==> src/hdl/crf_map.vh <==
`ifndef CRF_MAP_VH
`define CRF_MAP_VH

// byte offsets
`define CRF_OFF_ILS 8'h58
`define CRF_OFF_ILE 8'h5c
`define CRF_OFF_UNLOCK 8'h7c
`define CRF_OFF_GFC 8'h80
`define CRF_OFF_SIDFC 8'h84
`define CRF_OFF_XIDFC 8'h88
`define CRF_OFF_XIDAM 8'h90
`define CRF_OFF_HPMS 8'h94
`define CRF_OFF_NDAT1 8'h98
`define CRF_OFF_NDAT2 8'h9c

// field positions, verilog bit = 31 - printed bit
`define CRF_ILS_ROUTE 5:0
`define CRF_ILE_LINE1 1
`define CRF_ILE_LINE0 0
`define CRF_GFC_FIELD 5:0
`define CRF_GFC_STD_NONMATCH 5:4
`define CRF_GFC_EXT_NONMATCH 3:2
`define CRF_GFC_STD_REMOTE 1
`define CRF_GFC_EXT_REMOTE 0
`define CRF_SID_COUNT 23:16
`define CRF_XID_COUNT 22:16
`define CRF_LIST_BASE 15:2
`define CRF_XIDAM_MASK 28:0
`define CRF_HPMS_LIST 15
`define CRF_HPMS_INDEX 14:8
`define CRF_HPMS_OUTCOME 7:6
`define CRF_HPMS_ELEMENT 5:0
`define CRF_UNLOCK_BIT 0

// reset values and limits
`define CRF_RST_ZERO 32'h0000_0000
`define CRF_RST_XIDAM 29'h1fff_ffff
`define CRF_STD_MAX 8'h80
`define CRF_EXT_MAX 7'h40

// verdict codes on the acceptance output
`define CRF_VERDICT_FIFO0 2'h0
`define CRF_VERDICT_FIFO1 2'h1
`define CRF_VERDICT_REJECT 2'h2
`define CRF_VERDICT_ELEMENT 2'h3

`endif

==> src/hdl/crf_fresh_bank.v <==
`include "crf_map.vh"
`default_nettype none

module crf_fresh_bank (
  input wire core_clk,
  input wire rst_n,
  input wire [31:0] set_vec,
  input wire [31:0] clr_vec,
  output reg [31:0] flags_q
);

  wire [31:0] flags_d;

  // a set in the clearing cycle survives
  assign flags_d = (flags_q & ~clr_vec) | set_vec;

  always @(posedge core_clk or negedge rst_n) begin
    if (!rst_n) begin
      flags_q <= `CRF_RST_ZERO;
    end else begin
      flags_q <= flags_d;
    end
  end

endmodule

`default_nettype wire

==> src/hdl/crf_accept.v <==
`include "crf_map.vh"
`default_nettype none

module crf_accept (
  input wire core_clk,
  input wire rst_n,
  input wire rx_valid,
  input wire rx_ext,
  input wire rx_remote,
  input wire rx_hit,
  input wire [28:0] rx_id,
  input wire [28:0] ext_mask,
  input wire [5:0] gfc,
  input wire std_enabled,
  input wire ext_enabled,
  output reg [28:0] cmp_id_q,
  output reg verdict_valid_q,
  output reg [1:0] verdict_q
);

  reg [1:0] nonmatch;
  reg remote_rej;
  reg list_on;
  reg [1:0] verdict_d;

  always @* begin
    nonmatch = rx_ext ? gfc[`CRF_GFC_EXT_NONMATCH] : gfc[`CRF_GFC_STD_NONMATCH];
    remote_rej = rx_remote & (rx_ext ? gfc[`CRF_GFC_EXT_REMOTE] : gfc[`CRF_GFC_STD_REMOTE]);
    list_on = rx_ext ? ext_enabled : std_enabled;
    if (remote_rej) begin
      verdict_d = `CRF_VERDICT_REJECT;
    end else if (rx_hit && list_on) begin
      verdict_d = `CRF_VERDICT_ELEMENT;
    end else if (nonmatch[1]) begin
      verdict_d = `CRF_VERDICT_REJECT;
    end else begin
      verdict_d = {1'b0, nonmatch[0]};
    end
  end

  always @(posedge core_clk or negedge rst_n) begin
    if (!rst_n) begin
      cmp_id_q <= 29'h0;
      verdict_valid_q <= 1'b0;
      verdict_q <= `CRF_VERDICT_FIFO0;
    end else begin
      // the comparator downstream sees the masked id, standard ids pass bare
      cmp_id_q <= rx_ext ? (rx_id & ext_mask) : {18'h0, rx_id[10:0]};
      verdict_valid_q <= rx_valid;
      if (rx_valid) begin
        verdict_q <= verdict_d;
      end
    end
  end

endmodule

`default_nettype wire

==> src/hdl/crf_regs.v <==
// The Avalon-MM slave port was decided locally.
`include "crf_map.vh"
`default_nettype none

// Contract
// - six fifo flags routed by select bits
// - line enables gate each output line
// - standard non-match: fifo0, fifo1 or reject
// - extended non-match: fifo0, fifo1 or reject
// - remote reject bits override filtering
// - filter config writes need unlock; the extended id mask takes writes while locked
// - standard count clamps at 128
// - standard list base is word address
// - extended count clamps at 64
// - extended list base is word address
// - mask ANDed with extended id
// - mask resets to all ones
// - priority status updates on priority match
// - report list and element index
// - reported index stays below list count
// - storage outcome code in two bits
// - fifo element index valid when outcome high
// - buffers 0 to 31 set low flags
// - buffers 32 to 63 set high flags
// - flags clear on written one only
// - flags clear on hard reset
// - reserved bits read zero, ignore writes
module crf_regs (
  input wire core_clk,
  input wire rst_n,
  input wire [5:0] avs_address,
  input wire avs_read,
  input wire avs_write,
  input wire [31:0] avs_writedata,
  input wire [3:0] avs_byteenable,
  output reg [31:0] avs_readdata,
  output reg avs_waitrequest,
  input wire [5:0] int_flags,
  input wire [5:0] int_enables,
  output reg irq_line0,
  output reg irq_line1,
  input wire rx_valid,
  input wire rx_ext,
  input wire rx_remote,
  input wire rx_hit,
  input wire [28:0] rx_id,
  output wire [28:0] cmp_id,
  output wire verdict_valid,
  output wire [1:0] verdict,
  output reg [7:0] std_filter_count,
  output reg [13:0] std_filter_base,
  output reg [6:0] ext_filter_count,
  output reg [13:0] ext_filter_base,
  input wire prio_valid,
  input wire prio_ext,
  input wire [6:0] prio_index,
  input wire [1:0] prio_outcome,
  input wire [5:0] prio_element,
  input wire buf_update,
  input wire [5:0] buf_index
);

  reg [5:0] ils_q;
  reg [1:0] ile_q;
  reg unlock_q;
  reg [5:0] gfc_q;
  reg [7:0] std_count_q;
  reg [13:0] std_base_q;
  reg [6:0] ext_count_q;
  reg [13:0] ext_base_q;
  reg [28:0] xidam_q;
  reg [15:0] hpms_q;
  reg [31:0] rd_d;
  reg prio_ok;
  wire [31:0] fresh_lo;
  wire [31:0] fresh_hi;
  wire [31:0] set_lo;
  wire [31:0] set_hi;
  wire [31:0] clr_lo;
  wire [31:0] clr_hi;
  wire [31:0] wm;
  wire [31:0] wd;
  wire [7:0] byte_addr;
  wire req;
  wire commit;
  wire wr_en;
  wire prot_ok;

  function [31:0] lane_mask;
    input [3:0] be;
    begin
      lane_mask = {{8{be[3]}}, {8{be[2]}}, {8{be[1]}}, {8{be[0]}}};
    end
  endfunction

  function wr_at;
    input [7:0] addr;
    input [7:0] off;
    input en;
    begin
      wr_at = en && (addr == off);
    end
  endfunction

  // the engine never sees more elements than the list can hold
  function [7:0] clamp_std;
    input [7:0] count;
    begin
      clamp_std = (count > `CRF_STD_MAX) ? `CRF_STD_MAX : count;
    end
  endfunction

  function [6:0] clamp_ext;
    input [6:0] count;
    begin
      clamp_ext = (count > `CRF_EXT_MAX) ? `CRF_EXT_MAX : count;
    end
  endfunction

  assign byte_addr = {avs_address, 2'b00};
  assign wm = lane_mask(avs_byteenable);
  assign wd = avs_writedata & wm;

  // waitrequest idles high; each access costs one wait cycle so that read data
  // come from a flop and writes land on the single edge the master sees low
  assign req = avs_read | avs_write;
  assign commit = req & ~avs_waitrequest;
  assign wr_en = commit & avs_write;
  assign prot_ok = wr_en & unlock_q;

  localparam BUS_WAIT = 1'b0;
  localparam BUS_ANSWER = 1'b1;

  reg bus_state_q;
  reg bus_state_d;

  // the answer state always falls back, so a dropped request cannot leave waitrequest low
  always @* begin
    case (bus_state_q)
      BUS_WAIT: begin
        bus_state_d = req ? BUS_ANSWER : BUS_WAIT;
      end
      BUS_ANSWER: begin
        bus_state_d = BUS_WAIT;
      end
      default: begin
        bus_state_d = BUS_WAIT;
      end
    endcase
  end

  always @(posedge core_clk or negedge rst_n) begin
    if (!rst_n) begin
      bus_state_q <= BUS_WAIT;
      avs_waitrequest <= 1'b1;
      avs_readdata <= `CRF_RST_ZERO;
    end else begin
      bus_state_q <= bus_state_d;
      avs_waitrequest <= (bus_state_d != BUS_ANSWER);
      // readdata holds until the next read; writes leave it alone
      if (avs_read && avs_waitrequest) begin
        avs_readdata <= rd_d;
      end
    end
  end

  always @* begin
    case (byte_addr)
      `CRF_OFF_ILS: begin
        rd_d = {26'h0, ils_q};
      end
      `CRF_OFF_ILE: begin
        rd_d = {30'h0, ile_q};
      end
      `CRF_OFF_UNLOCK: begin
        rd_d = {31'h0, unlock_q};
      end
      `CRF_OFF_GFC: begin
        rd_d = {26'h0, gfc_q};
      end
      `CRF_OFF_SIDFC: begin
        rd_d = {8'h0, std_count_q, std_base_q, 2'h0};
      end
      `CRF_OFF_XIDFC: begin
        rd_d = {9'h0, ext_count_q, ext_base_q, 2'h0};
      end
      `CRF_OFF_XIDAM: begin
        rd_d = {3'h0, xidam_q};
      end
      `CRF_OFF_HPMS: begin
        rd_d = {16'h0, hpms_q};
      end
      `CRF_OFF_NDAT1: begin
        rd_d = fresh_lo;
      end
      `CRF_OFF_NDAT2: begin
        rd_d = fresh_hi;
      end
      default: begin
        rd_d = `CRF_RST_ZERO;
      end
    endcase
  end

  // line select, line enable and unlock take any write
  always @(posedge core_clk or negedge rst_n) begin
    if (!rst_n) begin
      ils_q <= 6'h0;
      ile_q <= 2'h0;
      unlock_q <= 1'b0;
    end else begin
      if (wr_at(byte_addr, `CRF_OFF_ILS, wr_en)) begin
        ils_q <= (ils_q & ~wm[`CRF_ILS_ROUTE]) | wd[`CRF_ILS_ROUTE];
      end
      if (wr_at(byte_addr, `CRF_OFF_ILE, wr_en)) begin
        ile_q <= (ile_q & ~wm[1:0]) | wd[1:0];
      end
      if (wr_at(byte_addr, `CRF_OFF_UNLOCK, wr_en)) begin
        unlock_q <= (unlock_q & ~wm[`CRF_UNLOCK_BIT]) | wd[`CRF_UNLOCK_BIT];
      end
    end
  end

  // filter setup is only writable while unlocked; locked writes vanish silently
  always @(posedge core_clk or negedge rst_n) begin
    if (!rst_n) begin
      gfc_q <= 6'h0;
      std_count_q <= 8'h0;
      std_base_q <= 14'h0;
      ext_count_q <= 7'h0;
      ext_base_q <= 14'h0;
    end else begin
      if (wr_at(byte_addr, `CRF_OFF_GFC, prot_ok)) begin
        gfc_q <= (gfc_q & ~wm[`CRF_GFC_FIELD]) | wd[`CRF_GFC_FIELD];
      end
      if (wr_at(byte_addr, `CRF_OFF_SIDFC, prot_ok)) begin
        std_count_q <= (std_count_q & ~wm[`CRF_SID_COUNT]) | wd[`CRF_SID_COUNT];
        std_base_q <= (std_base_q & ~wm[`CRF_LIST_BASE]) | wd[`CRF_LIST_BASE];
      end
      if (wr_at(byte_addr, `CRF_OFF_XIDFC, prot_ok)) begin
        ext_count_q <= (ext_count_q & ~wm[`CRF_XID_COUNT]) | wd[`CRF_XID_COUNT];
        ext_base_q <= (ext_base_q & ~wm[`CRF_LIST_BASE]) | wd[`CRF_LIST_BASE];
      end
    end
  end

  // the mask is not a protected field
  always @(posedge core_clk or negedge rst_n) begin
    if (!rst_n) begin
      xidam_q <= `CRF_RST_XIDAM;
    end else if (wr_at(byte_addr, `CRF_OFF_XIDAM, wr_en)) begin
      xidam_q <= (xidam_q & ~wm[`CRF_XIDAM_MASK]) | wd[`CRF_XIDAM_MASK];
    end
  end

  // readback keeps the written count; the filter engine sees the clamped one
  always @(posedge core_clk or negedge rst_n) begin
    if (!rst_n) begin
      std_filter_count <= 8'h0;
      ext_filter_count <= 7'h0;
      std_filter_base <= 14'h0;
      ext_filter_base <= 14'h0;
    end else begin
      std_filter_count <= clamp_std(std_count_q);
      ext_filter_count <= clamp_ext(ext_count_q);
      std_filter_base <= std_base_q;
      ext_filter_base <= ext_base_q;
    end
  end

  crf_accept u_accept (
    .core_clk(core_clk),
    .rst_n(rst_n),
    .rx_valid(rx_valid),
    .rx_ext(rx_ext),
    .rx_remote(rx_remote),
    .rx_hit(rx_hit),
    .rx_id(rx_id),
    .ext_mask(xidam_q),
    .gfc(gfc_q),
    .std_enabled(std_filter_count != 8'h0),
    .ext_enabled(ext_filter_count != 7'h0),
    .cmp_id_q(cmp_id),
    .verdict_valid_q(verdict_valid),
    .verdict_q(verdict)
  );

  // an index at or past the list length cannot be a real element, so it is dropped
  always @* begin
    if (prio_ext) begin
      prio_ok = prio_index < ext_filter_count;
    end else begin
      prio_ok = {1'b0, prio_index} < std_filter_count;
    end
  end

  always @(posedge core_clk or negedge rst_n) begin
    if (!rst_n) begin
      hpms_q <= 16'h0;
    end else if (prio_valid && prio_ok) begin
      hpms_q[`CRF_HPMS_LIST] <= prio_ext;
      hpms_q[`CRF_HPMS_INDEX] <= prio_index;
      hpms_q[`CRF_HPMS_OUTCOME] <= prio_outcome;
      hpms_q[`CRF_HPMS_ELEMENT] <= prio_outcome[1] ? prio_element : 6'h0;
    end
  end

  // buffer n sits at printed bit n mod 32 of its register, which is verilog bit 31-(n mod 32)
  genvar gi;
  generate
    for (gi = 0; gi < 32; gi = gi + 1) begin : g_set
      assign set_lo[31 - gi] = buf_update & (buf_index == gi);
      assign set_hi[31 - gi] = buf_update & (buf_index == (gi + 32));
    end
  endgenerate

  assign clr_lo = wr_at(byte_addr, `CRF_OFF_NDAT1, wr_en) ? wd : `CRF_RST_ZERO;
  assign clr_hi = wr_at(byte_addr, `CRF_OFF_NDAT2, wr_en) ? wd : `CRF_RST_ZERO;

  crf_fresh_bank u_fresh_lo (
    .core_clk(core_clk),
    .rst_n(rst_n),
    .set_vec(set_lo),
    .clr_vec(clr_lo),
    .flags_q(fresh_lo)
  );

  crf_fresh_bank u_fresh_hi (
    .core_clk(core_clk),
    .rst_n(rst_n),
    .set_vec(set_hi),
    .clr_vec(clr_hi),
    .flags_q(fresh_hi)
  );

  // a flag cleared in the routing bit goes to line 0
  always @(posedge core_clk or negedge rst_n) begin
    if (!rst_n) begin
      irq_line0 <= 1'b0;
      irq_line1 <= 1'b0;
    end else begin
      irq_line0 <= ile_q[`CRF_ILE_LINE0] & (|(int_flags & int_enables & ~ils_q));
      irq_line1 <= ile_q[`CRF_ILE_LINE1] & (|(int_flags & int_enables & ils_q));
    end
  end

endmodule

`default_nettype wire

==> config.mk <==
export PLATFORM = sky130hd
export DESIGN_NAME = crf_regs
export DESIGN_NICKNAME = d
export VERILOG_FILES = /design/src/hdl/crf_fresh_bank.v /design/src/hdl/crf_accept.v /design/src/hdl/crf_regs.v
export VERILOG_INCLUDE_DIRS = /design/src /design/src/hdl
export SDC_FILE = /design/constraint.sdc
export NUM_CORES = 1
export LEC_CHECK = 0
export BUFFER_PORTS_ARGS = -buffer_cell sky130_fd_sc_hd__buf_2
export CAP_MARGIN = 20
export CORE_MARGIN = 1
export CORE_UTILIZATION = 57
export CTS_CLUSTER_SIZE = 30
export DETAILED_ROUTE_END_ITERATION = 8
export PLACE_DENSITY = 0.86
export REMOVE_ABC_BUFFERS = 1
export SLEW_MARGIN = 20
export SYNTH_ARGS = -nofsm -noshare
export SYNTH_HDL_FRONTEND = slang
export SYNTH_SLANG_ARGS = --single-unit
==> constraint.sdc <==
create_clock -name core_clk -period 5.2 [get_ports core_clk]
set_input_delay 1.3 -clock core_clk [delete_from_list [all_inputs] [get_ports core_clk]]
set_output_delay 1.3 -clock core_clk [all_outputs]
set_load 0.02 [all_outputs]
# Yosys cells after proc, flatten, opt, wreduce, memory -nomap -nowiden
# Index checks and enable logic that the tools add are counted.
# totals
ff_bits	278
input_bits	115
out_inout_bits	110
wordCells	245
# op_classes
order_cmp	4
eq_ne	73
muxes	16
bitwise	111
n_reduce_logical	17
# ops
operator	n
32-bit case mux with 10 select lines	1
6-bit == test, second input constant	39
6-bit by 5-bit == test with 1-bit output, second input constant	19
32-bit AND	3
1-bit AND	71
32-bit two-way mux	2
32-bit inverter	2
32-bit bitwise OR	2
29-bit AND	2
6-bit by 4-bit == test with 1-bit output, second input constant	8
6-bit AND	5
29-bit two-way mux	1
29-bit inverter	1
29-bit bitwise OR	1
14-bit AND	2
14-bit bitwise OR	2
6-bit by 3-bit == test with 1-bit output, second input constant	4
14-bit inverter	1
6-bit by 2-bit == test with 1-bit output, second input constant	2
1-bit logical AND	12
6-bit inverter	2
6-bit bitwise OR	2
6-bit OR reduction	2
8-bit AND	1
24 further kinds	34

# Depth between registers and ports, before layout
# depth
ltp_word	8
depth_mapped	9
mapped_depth_nobuf	7

# By module
# From an unflattened synthesis, not the netlist that was laid out.
# hier_totals
hier_cells	1060
hier_area_um2	12100.4
# by_module_without_submodules
module	instances	cells_each	area_each_um2	seq_area_each_um2
crf_regs	1	780	8624.5	4591.9
crf_fresh_bank	2	96	1161.1	800.8
crf_accept	1	88	1153.6	800.8

# Worst setup path before layout
# Ideal clock, no wire load.
# synth_path
kind	input port to flip-flop
from	input prio_index[4]
to	register hpms_q[12]
setup_time_ns	0.125
arrival_time_ns	2.968
required_ns	5.075
slack_ns	2.107
cell_stages	8
n_path_buf	2
cell_sequence	ha_1 a211oi_1 nor2_1 a211o_1 a221o_1 buf_6 buf_12 mux2_4
# synth_between
elab_chain_cells	3
elab_cells_between_ends	4
classes_between	order compare (2); mux (1); reduce/logical (1)
# synth_rtl
element	line	text
from (decl)	crf_regs.v:56	input wire [6:0] prio_index,
7-bit by 8-bit less-than comparator with 1-bit output or 7-bit less-than comparator (tied branches)	crf_regs.v:293, crf_regs.v:291	
1-bit two-way mux	crf_regs.v:290	if (prio_ext) begin
1-bit logical AND	crf_regs.v:300	end else if (prio_valid && prio_ok) begin
to (signal, indexed assignment)	crf_regs.v:301	hpms_q[`CRF_HPMS_LIST] <= prio_ext;
to (signal, indexed assignment)	crf_regs.v:302	hpms_q[`CRF_HPMS_INDEX] <= prio_index;
to (signal, indexed assignment)	crf_regs.v:303	hpms_q[`CRF_HPMS_OUTCOME] <= prio_outcome;
to (decl)	crf_regs.v:72	reg [15:0] hpms_q;
# Parallel ways exist; a longest one is shown, timed or not.
# A chain may end at the register's enable or synchronous reset.

==> flow_metrics.py <==
metrics = {
    "setup_path": {
        "cp-end-kind": "register",
        "required_ns": 5.66,
        "critPathMaxFanout": 11,
        "crit_start": "avs_write",
        "r2r_slack_ns": 2.60,
        "r2r-start": "avs_waitrequest$_DFF_PN1_",
        "worstSetupPathType": "primary input to register",
        "crit_arrival_ns": 3.56,
        "worstSetupStartpointType": "primary input",
    },
    "min_path": {
        "min_path_type": "register to register",
    },
    "sta": {
        "final-hold-violation-count": 0,
        "fin_skew_ns": 0.008337,
        "max_freq_ghz": 0.3225,
        "grt_setup_unrepaired": "no",
        "fin_hold_ws_ns": 0.4121,
        "setup-tns-final_ns": 0,
        "slew_violations": 0,
        "tightest_slew_ns": 1.123,
        "relSlewSlack_pct": 25.13,
        "setup_viol": 0,
        "min_period_over_period_pct": 59.63,
        "period_needed_ns": 3.101,
    },
    "logic_synthesis": {
        "async_flop_share_pct": 100.0,
        "yosysWarnings": 0,
        "yosys_most_used_dff": "dfrtp_1",
        "synth_edf_count": 0,
        "ys_types": 57,
        "ys_ff_latch": 278,
        "synthTopCellsByCount": "248 x dfrtp_1, 109 x nand2_1, 90 x mux2_2",
        "yosysTopAreaCell": "dfrtp_1",
        "netlist.area_leader.share_pct": 53.28,
        "synth_area_mm2": 0.01165,
        "syn_inst": 970,
        "yosys-top-cells-area": "dfrtp_1 53%, mux2_2 8.7%, dfstp_2 6.8%",
        "yosysMostFrequentCell": "dfrtp_1",
        "synth.avg_cell_area_um2": 12.01,
        "seq_area_frac_synth_pct": 60.04,
    },
    "pwr": {
        "leakage_nw": 6.882,
        "p_per_area_mw_per_mm2": 370.6,
        "power_mw": 5.218,
        "ir_drop_uv": 231.5,
    },
    "grt": {
        "antenna_found_initial": 2,
        "grt_max_degree": 136,
        "grt_pass1_wl_mm": 52.46,
        "grt_pass1_vias": 9537,
        "grt.total_usage_pct": 32.00,
        "globalRoute.totalOverflow": 0,
    },
    "routing": {
        "drt_first_iter_violations": 1231,
        "routedWlPerCell_um": 22.40,
        "route.detailed.drc": 0,
        "vias_per_cell": 6.304,
        "ant_nets": 0,
        "via_count": 9361,
        "dr.pass1.iters": 6,
        "finalWirelength_mm": 33.26,
    },
    "clocking": {
        "clkTransAtPathRegs_ns": 0.07,
        "insertion_delay_ns": 0.53,
        "cts_root_buf": "clkbuf_16",
        "clock_sinks": 278,
        "cts_tree": "built",
        "cts_htree_levels": 1,
        "cts_setup_buffers": 0,
        "hold_buffers": 0,
        "clk_path_buf_depth": 3,
        "cts_buffers": 27,
        "cts.repair.resized": 0,
    },
    "die": {
        "die_x_um": 145.0,
        "dieArea_mm2": 0.02101,
        "core_area_mm2": 0.01972,
        "io-pin-count": 225,
        "start_util_pct": 59.08,
        "chipHeight_um": 145.0,
        "rows": 51,
    },
    "cells_and_area": {
        "fin_nets": 1323,
        "drive_above_1_share_pct": 34.73,
        "postLayoutCellArea_mm2": 0.01408,
        "area_growth_pct": 20.87,
        "stdcell_count": 1485,
    },
    "job": {
        "max_cap_violations": 0,
    },
    "status": {
        "status": "completed",
    },
    "placed_design": {
        "globalplace.congestion": 0.9029,
        "dp_hpwl_mm": 22.78,
        "placed_area_mm2": 0.01304,
        "numPortBuffers": 224,
        "dp_cells": 1431,
    },
}
[stage by stage]
step / worst slack (ns) / utilization, %
final: 2.099 / 71.41
after global routing: 1.966 / 71.37
after CTS: 2.138 / 71.20
after detailed placement: 1.658 / 66.13
after global placement: 1.695 / 66.13
after floorplan: 1.910 / -
[critical path: stages]
cell and delay, ns:
buf_2 0.08, nor2b_1 0.79, nand2_1 0.21, nor2_1 0.74, mux2_2 0.42
[power breakdown]
group | leakage [nW] | internal (mW) | total, mW | switching, mW
clock | 0.493 | 1.36 | 2.18 | 0.821
combinational | 2.82 | 0.227 | 0.552 | 0.325
sequential | 3.57 | 2.36 | 2.49 | 0.126
total | 6.88 | 3.95 | 5.22 | 1.27
[layout by cell type (no fill, tap or decap), types with 6 or more instances in the layout]
cell and instances:
buf_2 223, mux2i_1 8, nor3_1 9, clkbuf_8 8, nor2b_1 19, nor2_1 61
nor2_2 7, a21oi_1 20, a22o_1 52, nand3_1 14, ha_1 12, nand2_1 109
dfstp_2 30, a221oi_1 32, mux2_2 90, a21boi_0 11, inv_1 33, o21ai_0 22
a222oi_1 8, bufinv_16 6, nand2b_1 10, a31oi_1 12, a22oi_1 13, and3_1 34
dfrtp_1 248, clkbuf_16 27, o2bb2ai_1 20, buf_4 15
[metal layers]
| metal | track usage [%] | part of all wire, % |
|---|---|---|
| met5 | 0 | 0 |
| met4 | 13.35 | 3.7 |
| met3 | 5.660 | 9.7 |
| met2 | 52.36 | 49 |
| met1 | 42.27 | 38 |
[kinds of logic after synthesis]
| family | after synthesis | share of synthesized area [%] |
|---|---|---|
| compound gates | 211 | 14.03 |
| buf+inv | 76 | 2.750 |
| simple gates | 292 | 12.12 |
| fa+ha+maj | 12 | 1.289 |
| mux | 101 | 9.774 |
| flops | 278 | 60.04 |
[path summary, 6_finish.rpt]
kind                                                 endpoint  depth (start not counted)
hold reg to reg                  std_filter_base[3]$_DFF_PN0_                          0
hold / removal                   std_filter_base[3]$_DFF_PN0_                          0
setup reg to reg                                     register                          4
setup / recovery                                     register                          5
max in group asynchronous          asynchronous set/reset pin                          3
min in group asynchronous  u_accept.verdict_valid_q$_DFF_PN0_                          1
[layout make-up]
cell class                      instances  area (um2)
Antenna cell                            5       12.51
Clock buffer                           37       793.3
Clock inverter                         11       207.7
Fill cell                            1306        5638
Inverter                               33       123.9
Multi-Input combinational cell        616        4345
Sequential cell                       278        6994
Tap cell                              265       331.6
Timing Repair Buffer                  240        1271
Note: power is estimated with default switching activity, not from simulation.
